--- src/verilog/tls_pkg.sv ---
// constants for the torque limit and status filter block
// assumes a single system clock and a parameter write port from the drive
`default_nettype none
package tls_pkg;
    // parameter port indices
    localparam logic [3:0] IDX_SWITCH_SEL  = 4'h0;
    localparam logic [3:0] IDX_FWD_LIM2    = 4'h1;
    localparam logic [3:0] IDX_REV_LIM2    = 4'h2;
    localparam logic [3:0] IDX_FE_FILT     = 4'h3;
    localparam logic [3:0] IDX_INP_FILT    = 4'h4;
    localparam logic [3:0] IDX_SPD_FILT    = 4'h5;
    localparam logic [3:0] IDX_MAXTQ_SEL   = 4'h6;
    localparam logic [3:0] IDX_POS_OBJ2    = 4'h7;
    localparam logic [3:0] IDX_NEG_OBJ2    = 4'h8;
    localparam logic [3:0] IDX_MAX_TORQUE  = 4'h9;
    localparam logic [3:0] IDX_STATUS      = 4'ha;
    // reset values
    localparam logic [31:0] RST_SWITCH_SEL = 32'h0000_0000;
    localparam logic [31:0] RST_MAXTQ_SEL  = 32'h0000_0010;
    localparam logic [15:0] RST_LIM2       = 16'h2710;
    localparam logic [15:0] RST_FILT       = 16'h0000;
    // limits in 0.1 % of rated torque, 1000.0 % top
    localparam logic [15:0] LIM_MAX        = 16'h2710;
    // field positions
    localparam int SWITCH_LSB  = 0;
    localparam int MAXTQ_LSB   = 4;
    localparam logic [3:0] FIELD_ON = 4'h1;
    localparam int CW_FWD_REQ  = 11;
    localparam int CW_REV_REQ  = 12;
    localparam int SW_TARGET   = 10;
    localparam int SW_FOLLOW   = 13;
    // disable codes
    localparam logic [31:0] FE_LEVEL_OFF = 32'h0fff_ffff;
    localparam logic [31:0] INP_ALWAYS   = 32'hffff_ffff;
    // operation mode codes
    localparam logic [7:0] MODE_PP  = 8'h01;
    localparam logic [7:0] MODE_PV  = 8'h03;
    localparam logic [7:0] MODE_CSP = 8'h08;
    localparam logic [7:0] MODE_JG  = 8'hfd;
    localparam logic [7:0] MODE_PT  = 8'hfe;
    // timing
    localparam int CLK_PERIOD_NS = 100;
    localparam int FILT_UNIT_NS  = 1000000;
    localparam int CYC_PER_MS    = FILT_UNIT_NS / CLK_PERIOD_NS;
endpackage
`default_nettype wire

--- src/verilog/tls_core.sv ---
// torque limit selection and statusword output filters for one axis
// assumes all inputs come from logic on clk_sys; limits in 0.1 % units
// Overview of operation
// - switching enable held, reset disabled
// - controlword bits 11/12 request secondary limits
// - enabled plus request selects secondary limit
// - secondary limits 0.0..1000.0 %, default 1000.0
// - zero limit gives no torque
// - clamp effective limit to motor maximum
// - forward governs ccw power, cw regen
// - object mapping swaps with direction, polarity
// - following error bit after filter time
// - following error only in position modes
// - level 0x0fff_ffff disables following error
// - target reached after in-position filter time
// - all-ones in-position range forces target reached
// - in-position filter only pp, pt, jog
// - velocity reached after speed filter time
// - speed filter only in profile velocity
// - filter times in ms, 0..65535
// - max torque limit 1 select, default on
// - limit 1 off reports motor maximum
`timescale 1ns/1ps
`default_nettype none
module tls_core #(
    parameter int CYC_MS = tls_pkg::CYC_PER_MS
) (
    input  wire logic        clk_sys,
    input  wire logic        rst_n,
    input  wire logic        param_wr_en,
    input  wire logic [3:0]  param_wr_idx,
    input  wire logic [31:0] param_wdata,
    input  wire logic [3:0]  param_rd_idx,
    output logic      [31:0] param_rdata,
    input  wire logic [15:0] control_word,
    input  wire logic [7:0]  op_mode,
    input  wire logic [15:0] fwd_torque_limit_primary,
    input  wire logic [15:0] rev_torque_limit_primary,
    input  wire logic [15:0] max_torque_limit_one,
    input  wire logic [15:0] motor_max_torque,
    input  wire logic        travel_direction_select,
    input  wire logic        torque_polarity_reflect_select,
    input  wire logic [31:0] droop_count,
    input  wire logic [31:0] following_error_level,
    input  wire logic [31:0] position_error,
    input  wire logic [31:0] in_position_range,
    input  wire logic [31:0] speed_error,
    input  wire logic [31:0] speed_reached_range,
    output logic      [15:0] fwd_torque_limit,
    output logic      [15:0] rev_torque_limit,
    output logic      [15:0] max_torque_report,
    output logic             status_target_reached,
    output logic             status_following_error
);
    // elaboration-time guard: the prescaler needs at least one cycle per ms
    if (CYC_MS < 1) begin
        $error("CYC_MS must be at least one");
    end

    function automatic logic [15:0] min16(input logic [15:0] a,
                                          input logic [15:0] b);
        min16 = (a < b) ? a : b;
    endfunction

    // count stops one past the setting, so 16 bit times never wrap
    function automatic logic [16:0] filt_next(input logic        cond,
                                              input logic        tick,
                                              input logic [16:0] cnt,
                                              input logic [15:0] tm);
        if (!cond) begin
            filt_next = 17'h0_0000;
        end else if (tick && cnt <= {1'b0, tm}) begin
            filt_next = cnt + 17'h0_0001;
        end else begin
            filt_next = cnt;
        end
    endfunction

    logic [31:0] switch_sel_q, switch_sel_d;
    logic [31:0] maxtq_sel_q, maxtq_sel_d;
    logic [15:0] fwd_lim2_q, fwd_lim2_d, rev_lim2_q, rev_lim2_d;
    logic [15:0] fe_time_q, fe_time_d, inp_time_q, inp_time_d;
    logic [15:0] spd_time_q, spd_time_d;
    logic        switch_en, maxtq_en, obj_swap;

    // parameter store
    always_comb begin
        switch_sel_d = switch_sel_q;
        maxtq_sel_d  = maxtq_sel_q;
        fwd_lim2_d   = fwd_lim2_q;
        rev_lim2_d   = rev_lim2_q;
        fe_time_d    = fe_time_q;
        inp_time_d   = inp_time_q;
        spd_time_d   = spd_time_q;
        if (param_wr_en) begin
            if (param_wr_idx == tls_pkg::IDX_SWITCH_SEL) begin
                switch_sel_d = param_wdata;
            end else if (param_wr_idx == tls_pkg::IDX_MAXTQ_SEL) begin
                maxtq_sel_d = param_wdata;
            end else if (param_wr_idx == tls_pkg::IDX_FWD_LIM2) begin
                // out of range writes are dropped
                if (param_wdata <= {16'h0000, tls_pkg::LIM_MAX}) begin
                    fwd_lim2_d = param_wdata[15:0];
                end
            end else if (param_wr_idx == tls_pkg::IDX_REV_LIM2) begin
                if (param_wdata <= {16'h0000, tls_pkg::LIM_MAX}) begin
                    rev_lim2_d = param_wdata[15:0];
                end
            end else if (param_wr_idx == tls_pkg::IDX_FE_FILT) begin
                // last write wins, cyclic or tool alike
                fe_time_d = param_wdata[15:0];
            end else if (param_wr_idx == tls_pkg::IDX_INP_FILT) begin
                inp_time_d = param_wdata[15:0];
            end else if (param_wr_idx == tls_pkg::IDX_SPD_FILT) begin
                spd_time_d = param_wdata[15:0];
            end
        end
    end

    always_ff @(posedge clk_sys) begin
        if (!rst_n) begin
            switch_sel_q <= tls_pkg::RST_SWITCH_SEL;
            maxtq_sel_q  <= tls_pkg::RST_MAXTQ_SEL;
            fwd_lim2_q   <= tls_pkg::RST_LIM2;
            rev_lim2_q   <= tls_pkg::RST_LIM2;
            fe_time_q    <= tls_pkg::RST_FILT;
            inp_time_q   <= tls_pkg::RST_FILT;
            spd_time_q   <= tls_pkg::RST_FILT;
        end else begin
            switch_sel_q <= switch_sel_d;
            maxtq_sel_q  <= maxtq_sel_d;
            fwd_lim2_q   <= fwd_lim2_d;
            rev_lim2_q   <= rev_lim2_d;
            fe_time_q    <= fe_time_d;
            inp_time_q   <= inp_time_d;
            spd_time_q   <= spd_time_d;
        end
    end

    assign switch_en = switch_sel_q[tls_pkg::SWITCH_LSB +: 4]
                       == tls_pkg::FIELD_ON;
    assign maxtq_en  = maxtq_sel_q[tls_pkg::MAXTQ_LSB +: 4]
                       == tls_pkg::FIELD_ON;
    assign obj_swap  = travel_direction_select
                       ^ torque_polarity_reflect_select;

    // limit selection
    logic [15:0] fwd_lim_d, rev_lim_d, maxrep_d, fwd_sel, rev_sel;
    logic [31:0] rdata_d;

    always_comb begin
        fwd_sel = fwd_torque_limit_primary;
        rev_sel = rev_torque_limit_primary;
        if (switch_en && control_word[tls_pkg::CW_FWD_REQ]) begin
            fwd_sel = fwd_lim2_q;
        end
        if (switch_en && control_word[tls_pkg::CW_REV_REQ]) begin
            rev_sel = rev_lim2_q;
        end
        // forward caps ccw power and cw regen, reverse the rest
        fwd_lim_d = min16(fwd_sel, motor_max_torque);
        rev_lim_d = min16(rev_sel, motor_max_torque);
        if (maxtq_en) begin
            fwd_lim_d = min16(fwd_lim_d, max_torque_limit_one);
            rev_lim_d = min16(rev_lim_d, max_torque_limit_one);
            maxrep_d  = max_torque_limit_one;
        end else begin
            maxrep_d  = motor_max_torque;
        end
    end

    // filters
    logic [$clog2(CYC_MS+1)-1:0] pre_q, pre_d;
    logic        ms_tick;
    logic        fe_cond, inp_cond, spd_cond, pos_mode, inp_mode;
    logic [16:0] fe_cnt_q, fe_cnt_d, inp_cnt_q, inp_cnt_d;
    logic [16:0] spd_cnt_q, spd_cnt_d;
    logic        fe_d, tr_d;

    assign ms_tick = (pre_q == ($bits(pre_q))'(CYC_MS - 1));

    always_comb begin
        pre_d = ms_tick ? '0 : pre_q + 1'b1;
        pos_mode = (op_mode == tls_pkg::MODE_CSP)
                   || (op_mode == tls_pkg::MODE_PP)
                   || (op_mode == tls_pkg::MODE_PT)
                   || (op_mode == tls_pkg::MODE_JG);
        inp_mode = (op_mode == tls_pkg::MODE_PP)
                   || (op_mode == tls_pkg::MODE_PT)
                   || (op_mode == tls_pkg::MODE_JG);
        fe_cond  = pos_mode
                   && (following_error_level != tls_pkg::FE_LEVEL_OFF)
                   && (droop_count >= following_error_level);
        inp_cond = inp_mode && (position_error <= in_position_range);
        spd_cond = (op_mode == tls_pkg::MODE_PV)
                   && (speed_error <= speed_reached_range);
        fe_cnt_d  = filt_next(fe_cond, ms_tick, fe_cnt_q, fe_time_q);
        inp_cnt_d = filt_next(inp_cond, ms_tick, inp_cnt_q, inp_time_q);
        spd_cnt_d = filt_next(spd_cond, ms_tick, spd_cnt_q, spd_time_q);
        // bits drop with the condition, counts restart
        fe_d = fe_cond && (fe_cnt_q >= {1'b0, fe_time_q});
        tr_d = (inp_cond && (inp_cnt_q >= {1'b0, inp_time_q}))
               || (spd_cond && (spd_cnt_q >= {1'b0, spd_time_q}))
               || (in_position_range == tls_pkg::INP_ALWAYS);
    end

    // object reads; only indices 7 and 8 follow the direction/polarity swap
    always_comb begin
        if (param_rd_idx == tls_pkg::IDX_SWITCH_SEL) begin
            rdata_d = switch_sel_q;
        end else if (param_rd_idx == tls_pkg::IDX_FWD_LIM2) begin
            rdata_d = {16'h0000, fwd_lim2_q};
        end else if (param_rd_idx == tls_pkg::IDX_REV_LIM2) begin
            rdata_d = {16'h0000, rev_lim2_q};
        end else if (param_rd_idx == tls_pkg::IDX_FE_FILT) begin
            rdata_d = {16'h0000, fe_time_q};
        end else if (param_rd_idx == tls_pkg::IDX_INP_FILT) begin
            rdata_d = {16'h0000, inp_time_q};
        end else if (param_rd_idx == tls_pkg::IDX_SPD_FILT) begin
            rdata_d = {16'h0000, spd_time_q};
        end else if (param_rd_idx == tls_pkg::IDX_MAXTQ_SEL) begin
            rdata_d = maxtq_sel_q;
        end else if (param_rd_idx == tls_pkg::IDX_POS_OBJ2) begin
            rdata_d = {16'h0000, obj_swap ? rev_lim2_q : fwd_lim2_q};
        end else if (param_rd_idx == tls_pkg::IDX_NEG_OBJ2) begin
            rdata_d = {16'h0000, obj_swap ? fwd_lim2_q : rev_lim2_q};
        end else if (param_rd_idx == tls_pkg::IDX_MAX_TORQUE) begin
            rdata_d = {16'h0000, max_torque_report};
        end else if (param_rd_idx == tls_pkg::IDX_STATUS) begin
            rdata_d = 32'h0000_0000;
            rdata_d[tls_pkg::SW_TARGET] = status_target_reached;
            rdata_d[tls_pkg::SW_FOLLOW] = status_following_error;
        end else begin
            rdata_d = 32'h0000_0000;
        end
    end

    always_ff @(posedge clk_sys) begin
        if (!rst_n) begin
            pre_q                  <= '0;
            fe_cnt_q               <= 17'h0_0000;
            inp_cnt_q              <= 17'h0_0000;
            spd_cnt_q              <= 17'h0_0000;
            status_following_error <= 1'b0;
            status_target_reached  <= 1'b0;
            fwd_torque_limit       <= 16'h0000;
            rev_torque_limit       <= 16'h0000;
            max_torque_report      <= 16'h0000;
            param_rdata            <= 32'h0000_0000;
        end else begin
            pre_q                  <= pre_d;
            fe_cnt_q               <= fe_cnt_d;
            inp_cnt_q              <= inp_cnt_d;
            spd_cnt_q              <= spd_cnt_d;
            status_following_error <= fe_d;
            status_target_reached  <= tr_d;
            fwd_torque_limit       <= fwd_lim_d;
            rev_torque_limit       <= rev_lim_d;
            max_torque_report      <= maxrep_d;
            param_rdata            <= rdata_d;
        end
    end

    // checks
    property p_switch_reset;
        @(posedge clk_sys) $rose(rst_n) |-> !switch_en;
    endproperty
    a_switch_reset: assert property (p_switch_reset)
        else $error("switch enable not cleared by reset");

    property p_primary_when_off;
        @(posedge clk_sys) disable iff (!rst_n)
        (!switch_en && !maxtq_en) |=> fwd_torque_limit
        == min16($past(fwd_torque_limit_primary), $past(motor_max_torque));
    endproperty
    a_primary_when_off: assert property (p_primary_when_off)
        else $error("primary forward limit not applied");

    property p_sel_fwd;
        @(posedge clk_sys) disable iff (!rst_n)
        (switch_en && control_word[tls_pkg::CW_FWD_REQ] && !maxtq_en)
        |=> fwd_torque_limit == min16($past(fwd_lim2_q), $past(motor_max_torque));
    endproperty
    a_sel_fwd: assert property (p_sel_fwd)
        else $error("secondary forward limit not applied");

    property p_sel_rev_off;
        @(posedge clk_sys) disable iff (!rst_n)
        (!switch_en && !maxtq_en) |=> rev_torque_limit
        == min16($past(rev_torque_limit_primary), $past(motor_max_torque));
    endproperty
    a_sel_rev_off: assert property (p_sel_rev_off)
        else $error("primary reverse limit not applied");

    property p_clamp;
        @(posedge clk_sys) disable iff (!rst_n)
        ##1 fwd_torque_limit <= $past(motor_max_torque)
        && rev_torque_limit <= $past(motor_max_torque);
    endproperty
    a_clamp: assert property (p_clamp)
        else $error("limit above motor maximum");

    property p_fe_mode;
        @(posedge clk_sys) disable iff (!rst_n)
        !pos_mode |=> !status_following_error;
    endproperty
    a_fe_mode: assert property (p_fe_mode)
        else $error("following error outside position modes");

    property p_fe_off;
        @(posedge clk_sys) disable iff (!rst_n)
        following_error_level == tls_pkg::FE_LEVEL_OFF
        |=> !status_following_error;
    endproperty
    a_fe_off: assert property (p_fe_off)
        else $error("following error with level disabled");

    property p_inp_always;
        @(posedge clk_sys) disable iff (!rst_n)
        in_position_range == tls_pkg::INP_ALWAYS |=> status_target_reached;
    endproperty
    a_inp_always: assert property (p_inp_always)
        else $error("target reached not forced");

    property p_fe_drop;
        @(posedge clk_sys) disable iff (!rst_n)
        !fe_cond |=> fe_cnt_q == 17'h0_0000 && !status_following_error;
    endproperty
    a_fe_drop: assert property (p_fe_drop)
        else $error("following error timer not restarted");

    property p_fe_zero_time;
        @(posedge clk_sys) disable iff (!rst_n)
        (fe_cond && fe_time_q == 16'h0000) |=> status_following_error;
    endproperty
    a_fe_zero_time: assert property (p_fe_zero_time)
        else $error("zero filter time did not set bit at once");

    property p_maxrep;
        @(posedge clk_sys) disable iff (!rst_n)
        !maxtq_en |=> max_torque_report == $past(motor_max_torque);
    endproperty
    a_maxrep: assert property (p_maxrep)
        else $error("max torque not reported as motor maximum");
endmodule
`default_nettype wire

--- config.mk ---
export PLATFORM = sky130hd
export DESIGN_NAME = tls_core
export DESIGN_NICKNAME = d
export VERILOG_FILES = /design/src/verilog/tls_pkg.sv /design/src/verilog/tls_core.sv
export SDC_FILE = /design/constraint.sdc
export NUM_CORES = 1
export LEC_CHECK = 0
export BUFFER_PORTS_ARGS = -buffer_cell sky130_fd_sc_hd__clkbuf_2
export CORE_AREA = 2 2 218 220
export DETAILED_ROUTE_END_ITERATION = 12
export DIE_AREA = 0 0 220 222
export SLEW_MARGIN = 0
export SYNTH_ARGS = -nofsm -noshare
export SYNTH_HDL_FRONTEND = slang
export SYNTH_SLANG_ARGS = --single-unit
--- constraint.sdc ---
create_clock -name clk_sys -period 8.2 [get_ports clk_sys]
set_input_delay 1.64 -clock clk_sys [delete_from_list [all_inputs] [get_ports clk_sys]]
set_output_delay 1.64 -clock clk_sys [all_outputs]
set_load 0.05 [all_outputs]
; ---- After elaboration in Yosys (flattened, before gate mapping)
; Cells that the tools add are included.
[word_totals]
regBits = 291
in_bits = 325
output_inout_bits = 82
[classes]
n_addsub = 4
order_cmp = 14
eq_ne = 26
muxes = 22
n_bitwise = 8
reduce_logical = 32
[op_table]
columns = op, count
row1 = two-way mux 16 bit, 14
row2 = two-way mux 32 bit, 7
row3 = less-or-equal comparator 32 bit, 2
row4 = < comparator 16 bit, 4
row5 = "adder 17 x 1 -> 17 bit, second input constant", 3
row6 = >= comparator 17 x 16 -> 1 bit, 3
row7 = less-or-equal comparator 17 x 16 -> 1 bit, 3
row8 = "== test 32 bit, second input constant", 1
row9 = >= comparator 32 bit, 1
row10 = "less-or-equal comparator 32 x 14 -> 1 bit, second input constant", 1
row11 = "!= test 32 x 28 -> 1 bit, second input constant", 1
row12 = "== test 4 x 3 -> 1 bit, second input constant", 7
row13 = "== test 4 x 1 -> 1 bit, second input constant", 4
row14 = "== test 4 x 2 -> 1 bit, second input constant", 4
row15 = "== test 8 bit, second input constant", 2
row16 = "adder 14 x 1 -> 14 bit, second input constant", 1
row17 = "== test 14 bit, second input constant", 1
row18 = two-way mux 14 bit, 1
row19 = "== test 4 bit, second input constant", 3
row20 = logical AND 1 bit, 12
row21 = AND reduction 6 bit, 2
row22 = "== test 8 x 1 -> 1 bit, second input constant", 1
row23 = "== test 8 x 2 -> 1 bit, second input constant", 1
row24 = "== test 8 x 4 -> 1 bit, second input constant", 1
row25 = 10 further kinds, 26

; ---- Longest topological paths before layout
; Gate-level depths: netlist of the first run.
[logic_depth]
word_depth = 12
depth_mapped = 23

; ---- Worst setup path after synthesis of the first run
; OpenSTA, ideal clock, no wires.
[synth_timing]
path_kind = input to register
start = in control_word[12]
end = reg rev_torque_limit[10]
setup_time_ps = 128
t_arrival_ps = 5931
path_slack_ps = 2141
path_stages = 20
cell_sequence = nand2_1 clkbuf_1 mux2_2 ha_1 a21oi_1 o21ai_0 a21o_1 a21oi_2 buf_2 mux2_2 ha_1 a21oi_1 nand2_1 a221o_1 a21oi_1 o21ai_0 a22oi_4 buf_6 mux2i_1 nor2_1
[synth_via]
elab_chain_len = 7
[synth_lines]
columns = item, line
row1 = start: declaration, tls_core.sv:35  ; input wire logic [15:0] control_word,
row2 = logical AND 1 bit *, tls_core.sv:157  ; if (switch_en && control_word[tls_pkg::CW_REV_REQ]) begin
row3 = two-way mux 16 bit *, tls_core.sv:157
row4 = < comparator 16 bit, tls_core.sv:62  ; min16 = (a < b) ? a : b;
row5 = two-way mux 16 bit *, tls_core.sv:62
row6 = < comparator 16 bit, tls_core.sv:62
row7 = two-way mux 16 bit, tls_core.sv:62
row8 = two-way mux 16 bit *, tls_core.sv:163  ; if (maxtq_en) begin
row9 = end signal: assignment, tls_core.sv:258  ; rev_torque_limit <= rev_lim_d;
row10 = end: declaration, tls_core.sv:50  ; output logic [15:0] rev_torque_limit,
; Every way passes the cells marked *; elsewhere a longest branch is shown, timed or not.
; A chain may end at the register's enable or synchronous reset.

; ---- Final worst setup path of the first run
; Ends and elaborated chain as after synthesis.

==> flow_metrics.py, run 1 <==
metrics = {
    "status": {
        "outcome": "complete, no violations",
    },
    "die": {
        "die_w_um": 220,
        "die_area_um2": 48800,
        "initial_core_util": 0.398,
        "core_area_um2": 46300,
        "placementRows": 79,
        "die_h_um": 222,
        "num_io_pins": 407,
    },
    "finish": {
        "fin_nets": 3143,
        "syn_to_final_growth_pct": 19.4,
        "fin_cells": 3245,
        "drive_gt1_frac": 0.206,
    },
    "detailed_routing": {
        "drt_wl_total_um": 62000,
        "first_iter_violations": 1248,
        "drc": 0,
        "firstDrtPassIters": 6,
        "wl_per_cell_um": 19.1,
        "ant_nets": 0,
        "vias_per_cell": 5.52,
        "num_vias": 17906,
    },
    "yosys": {
        "netlist_top_cells_area": "dfxtp_1, ha_1, nand2_1",
        "synth_compound_area_frac": 0.187,
        "ys_ff_latch": 291,
        "synth_async_sr_flop_share": 0,
        "synthAdderAreaFrac": 0.141,
        "synth-simple-area-share": 0.189,
        "synth_nets": 2814,
        "synth_top_area_frac": 0.316,
        "synth_top_family_by_area": "simple AND/OR/NAND/NOR gates",
        "syn_avg_cell_area_um2": 8.07,
        "yosys.area.top_type": "dfxtp_1",
        "synth_most_common_cell": "nand2_1",
        "netlist_instances": 2281,
        "synthXorXnorAreaFrac": 0.0228,
        "ys.flop_type": "dfxtp_1",
        "synth_edf_count": 0,
        "synthMuxAreaShare": 0.0755,
        "synth_warnings": 0,
        "seq_area_frac_synth": 0.316,
        "yosys-top-cells-count": "nand2_1, dfxtp_1, a21oi_1",
        "syn_area_um2": 18400,
        "netlist-cell-type-count": 81,
    },
    "power_and_ir_drop": {
        "power.density_nw_per_um2": 170,
        "leakagePower_uw": 0.0100,
        "ir_drop_mv": 0.164,
    },
    "global_route": {
        "grt_antenna_before_repair": 7,
        "grt_pass1_wl_um": 96500,
        "grtUsageTotal": 0.248,
        "gr-total-overflow": 0,
        "first_global_vias": 17716,
        "grt_max_degree": 129,
    },
    "job": {
        "maxCapViolCount": 0,
    },
    "sta": {
        "rsz0062_at_grt": "no",
        "fin_crit_sh": 0.769,
        "relSlewSlack": 0.192,
        "final-setup-viol-count": 0,
        "skew_ps": 39.7,
        "finalCriticalPeriod_ps": 6310,
        "drv_slew": 0,
        "finalHoldViolations": 0,
        "tightest_slew_ps": 1210,
        "setup_tns_ps": 0,
        "timing.fmax_mhz": 159,
    },
    "min_path": {
        "whs_endpoint": "switch_sel_q[25]",
        "hp-start": "switch_sel_q[25]",
        "min_path_cells": 2,
        "hp-class": "flop to flop",
    },
    "clock_tree": {
        "cts_tree": "yes",
        "post_cts_buffers": 0,
        "clock_latency_ps": 600,
        "ctsResizeCount": 0,
        "clk_pin_slew_ps": 60,
        "cts_buffer_depth": 3,
        "cts_num_sinks": 291,
        "ctsHoldBuffers": 0,
        "h-tree-depth": 1,
        "cts_buffers": 31,
        "cts-root-buf": "clkbuf_16",
    },
    "worst_setup_path": {
        "crit_fanout": 16,
        "r2r-end": "rev_torque_limit[10]",
        "setup.worst_path.class": "primary input to flop",
        "cp.required_ps": 8630,
        "crit_path_start_kind": "primary input",
        "arrival_ps": 6740,
        "crit_path_end_kind": "flop",
        "ff2ff_path_depth": 20,
        "rr_startpoint": "switch_sel_q[1]",
        "reg2reg_slack_ps": 2180,
    },
    "placed_design": {
        "hpwl_um": 49100,
        "portBuffers": 392,
        "place_inst": 3184,
        "gp_congestion": 0.942,
    },
}
==> where the power goes <==
group | internal [µW] | switching, µW | leakage [µW]
combinational | 261 | 458 | 0.00709
sequential | 1450 | 24.5 | 0.00236
clock | 930 | 612 | 0.000545
total | 2640 | 1100 | 0.0100
==> sequential cells by signal (all words and copies together), names as in the netlist <==
register	cells
param_rdata	32
rev_torque_limit	16
spd_cnt_q	17
spd_time_q	16
inp_cnt_q	17
fwd_torque_limit	16
inp_time_q	16
switch_sel_q	32
fe_time_q	16
fwd_lim2_q	16
fe_cnt_q	17
maxtq_sel_q	32
max_torque_report	16
status_target_reached	1
status_following_error	1
rev_lim2_q	16
pre_q	14
==> cell usage in the layout (no fill, tap or decap), drive strengths merged, types with 10 or more instances in the layout <==
cell type  synthesis  layout
a211oi            25      25
a21o              22      22
a21oi            214     214
a222oi            14      14
a22o              28      28
a22oi             31      31
a31oi             19      19
and3              22      22
buf               10      20
clkbuf           106     432
dfxtp            291     291
ha               208     208
inv              206     208
mux2              46      46
mux2i             87      87
nand2            349     349
nand2b            10      10
nand3             48      48
nand4             52      52
nor2             139     139
nor2b             14      14
nor3              44      44
nor4              12      12
o211ai            26      26
o21a              24      24
o21ai             65      65
or3               15      15
xnor2             25      25
xor2              23      23
==> through the flow <==
| stage | hold WS, ps | setup slack (ps) | area [µm²] | utilization | total power [µW] |
|---|---|---|---|---|---|
| CTS | 455 | 1920 | 22000 | 0.475 | 3760 |
| finish | 454 | 1890 | 22000 | 0.475 | 3740 |
| global route | 469 | 1550 | 22000 | 0.475 | 3890 |
| floorplan | 413 | 2140 | 18400 | - | 1980 |
| global placement | 430 | 1410 | 20900 | 0.451 | 2210 |
| detailed placement | 446 | 1320 | 20900 | 0.451 | 2220 |
==> cell type report <==
type	count	area, µm²
clock buffer	40	860
antenna	3	7.51
timing repair buffer	412	2110
multi-input combinational	1668	11400
clock inverter	18	263
tap	607	759
fill	4623	24300
sequential	291	5830
inverter	206	778
==> worst max-delay path, stage by stage <==
cell      delay [ps]
clkbuf_2         110
nand2_1          530
mux2_2           430
ha_1             300
a211oi_1         210
o21bai_1         170
nor2_1           140
nand3_1          100
a21oi_2          140
buf_4            250
mux2_2           380
ha_1             300
a21oi_1          130
nand2_1           70
a221o_1          370
a21oi_1          160
o21ai_0          240
a22oi_4          730
mux2i_1          270
nor2_1            60
==> metal layers <==
metal  global-route usage  up-vias  share of wire
met5                    0        -        0.00079
met4               0.0769        8          0.030
met3               0.0444      115          0.069
met2                0.420      643           0.47
met1                0.317     8432           0.43
li1                     -     8708              -
==> worst max-delay path by stage <==
stage	startpoint	slack (ps)	depth (start not counted)	endpoint
detailed placement	control_word[12]	1320	20	rev_torque_limit[12]
global route	control_word[12]	1550	20	rev_torque_limit[14]
CTS	control_word[12]	1920	20	rev_torque_limit[10]
global placement	control_word[12]	1410	20	rev_torque_limit[4]
finish	control_word[12]	1890	20	rev_torque_limit[10]
floorplan	control_word[12]	2140	20	rev_torque_limit[10]
==> kinds of logic (layout without fill, tap and decap cells) <==
family                     count (synthesis)  after routing
adders and majority gates                208            208
xor gates and xnor gates                  48             48
buffers and inverters                    322            676
other                                      0              3
DFF                                      291            291
AOI/OAI and AO/OA                        527            527
muxes                                    133            133
and+or+nand+nor                          752            752
Note: power is estimated with default switching activity, not from simulation.
==> run 2, diff against run 1 <==
clock period = 5.85 ns   (was 8.2 ns; I/O delays follow)
==> flow_metrics.py, run 2 (same netlist as run 1, synthesis figures left out) <==
metrics = {
    "sta": {
        "timing.fmax_mhz": 187,
        "rsz0062_at_grt": "no",
        "relSlewSlack": 0.186,
        "tightest_slew_ps": 1220,
        "finalHoldViolations": 0,
        "skew_ps": 25.4,
        "finalCriticalPeriod_ps": 5350,
        "final-setup-viol-count": 0,
        "drv_slew": 0,
        "fin_crit_sh": 0.915,
        "setup_tns_ps": 0,
    },
    "die": {
        "core_area_um2": 46300,
        "placementRows": 79,
        "initial_core_util": 0.398,
        "die_w_um": 220,
        "num_io_pins": 407,
        "die_area_um2": 48800,
        "die_h_um": 222,
    },
    "clock_tree": {
        "cts_num_sinks": 291,
        "clock_latency_ps": 530,
        "h-tree-depth": 2,
        "cts_tree": "yes",
        "post_cts_buffers": 0,
        "cts-root-buf": "clkbuf_16",
        "ctsHoldBuffers": 0,
        "ctsResizeCount": 0,
        "clk_pin_slew_ps": 60,
        "cts_buffer_depth": 3,
        "cts_buffers": 34,
    },
    "min_path": {
        "whs_endpoint": "pre_q[0]",
        "hp-class": "flop to flop",
        "hp-start": "pre_q[0]",
        "min_path_cells": 1,
    },
    "finish": {
        "final_util": 0.477,
        "design_area_um2": 22100,
        "syn_to_final_growth_pct": 20.0,
        "fin_cells": 3257,
        "final_cell_mix": "clkbuf_2, nand2_1, dfxtp_1",
        "largestRegisters": "maxtq_sel_q (32), param_rdata (32), switch_sel_q (32)",
        "fin_nets": 3157,
        "n_fill_cell": 4599,
        "drive_gt1_frac": 0.207,
        "final_common_cell": "clkbuf_2",
    },
    "worst_setup_path": {
        "setup.worst_path.class": "flop to flop",
        "critical_path_buf_inv_count": 4,
        "crit_path_start_kind": "flop",
        "timing.critical_path.mode_cell": "nand2_1",
        "cpPeakStageDelay_ps": 430,
        "cp.required_ps": 6230,
        "crit_slowest_cell": "nor4b_4",
        "rr_startpoint": "switch_sel_q[1]",
        "crit_fanout": 14,
        "r2r-end": "rev_torque_limit[10]",
        "ff2ff_path_depth": 22,
        "worstPathCellList": "nor4b_4 -> nand2_1 -> buf_12 -> mux2_2 -> ha_1 -> nand2_1 -> buf_4 -> nor4_1 -> buf_4 -> o21a_1 -> a21oi_2 -> mux2_2 -> ha_1 -> a21oi_1 -> nand2_1 -> a221o_1 -> a21oi_1 -> o21ai_0 -> a22oi_4 -> buf_12 -> mux2i_1 -> nor2_1",
        "reg2reg_slack_ps": 500,
        "crit_path_end_kind": "flop",
        "cp_top_family": "compound AO/OA/AOI/OAI gates",
        "arrival_ps": 5730,
    },
    "placed_design": {
        "place_area_um2": 21000,
        "hpwl_um": 49300,
        "place_inst": 3195,
        "gp_congestion": 0.936,
        "portBuffers": 392,
    },
    "detailed_routing": {
        "vias_per_cell": 5.55,
        "first_iter_violations": 1412,
        "wl_per_cell_um": 19.2,
        "num_vias": 18085,
        "drt_wl_total_um": 62500,
        "firstDrtPassIters": 7,
        "ant_nets": 0,
        "drc": 0,
    },
    "status": {
        "outcome": "complete, no violations",
    },
    "global_route": {
        "grt_max_degree": 118,
        "first_global_vias": 17729,
        "grt_antenna_before_repair": 8,
        "gr-total-overflow": 0,
        "grtUsageTotal": 0.248,
        "grt_pass1_wl_um": 96600,
    },
    "job": {
        "maxCapViolCount": 0,
    },
    "power_and_ir_drop": {
        "power_uw": 5220,
        "ir_drop_mv": 0.252,
        "power.density_nw_per_um2": 236,
        "leakagePower_uw": 0.0101,
    },
}
[run 2: worst max path at each step]
stage / start / end / slack (ps) / cells past startpoint
floorplan: control_word[12] / rev_torque_limit[10] / 260 / 20
global placement: control_word[12] / rev_torque_limit[10] / 80 / 20
detailed placement: control_word[12] / rev_torque_limit[10] / 30 / 22
CTS: switch_sel_q[1] / rev_torque_limit[10] / 480 / 22
global route: switch_sel_q[1] / rev_torque_limit[10] / 220 / 21
finish: switch_sel_q[1] / rev_torque_limit[10] / 500 / 22
[run 2: final cells by class]
class,count,area [µm²],area share
Antenna cell,5,12.5,0.000567
Clock buffer,49,978,0.0443
Clock inverter,8,119,0.00538
Inverter,206,778,0.0352
Multi-Input combinational cell,1668,11400,0.515
Sequential cell,291,5830,0.264
Tap cell,607,759,0.0344
Timing Repair Buffer,423,2230,0.101
[run 2: layer usage]
| metal | track usage | share of wire |
|---|---|---|
| met1 | 0.317 | 0.44 |
| met4 | 0.0766 | 0.027 |
| met5 | 0 | 0.00096 |
| met3 | 0.0497 | 0.064 |
| met2 | 0.418 | 0.47 |
[run 2: power breakdown]
| part | total (µW) | switching, µW | internal (µW) |
|---|---|---|---|
| clock network | 2120 | 830 | 1290 |
| logic | 1020 | 646 | 379 |
| registers | 2070 | 34.2 | 2040 |
| total | 5220 | 1510 | 3710 |
[run 2: stage by stage]
stage	worst slack [ps]	hold WS, ps
global route	216	471
detailed placement	27.2	439
floorplan	261	413
CTS	484	448
finish	497	447
global placement	79.7	429
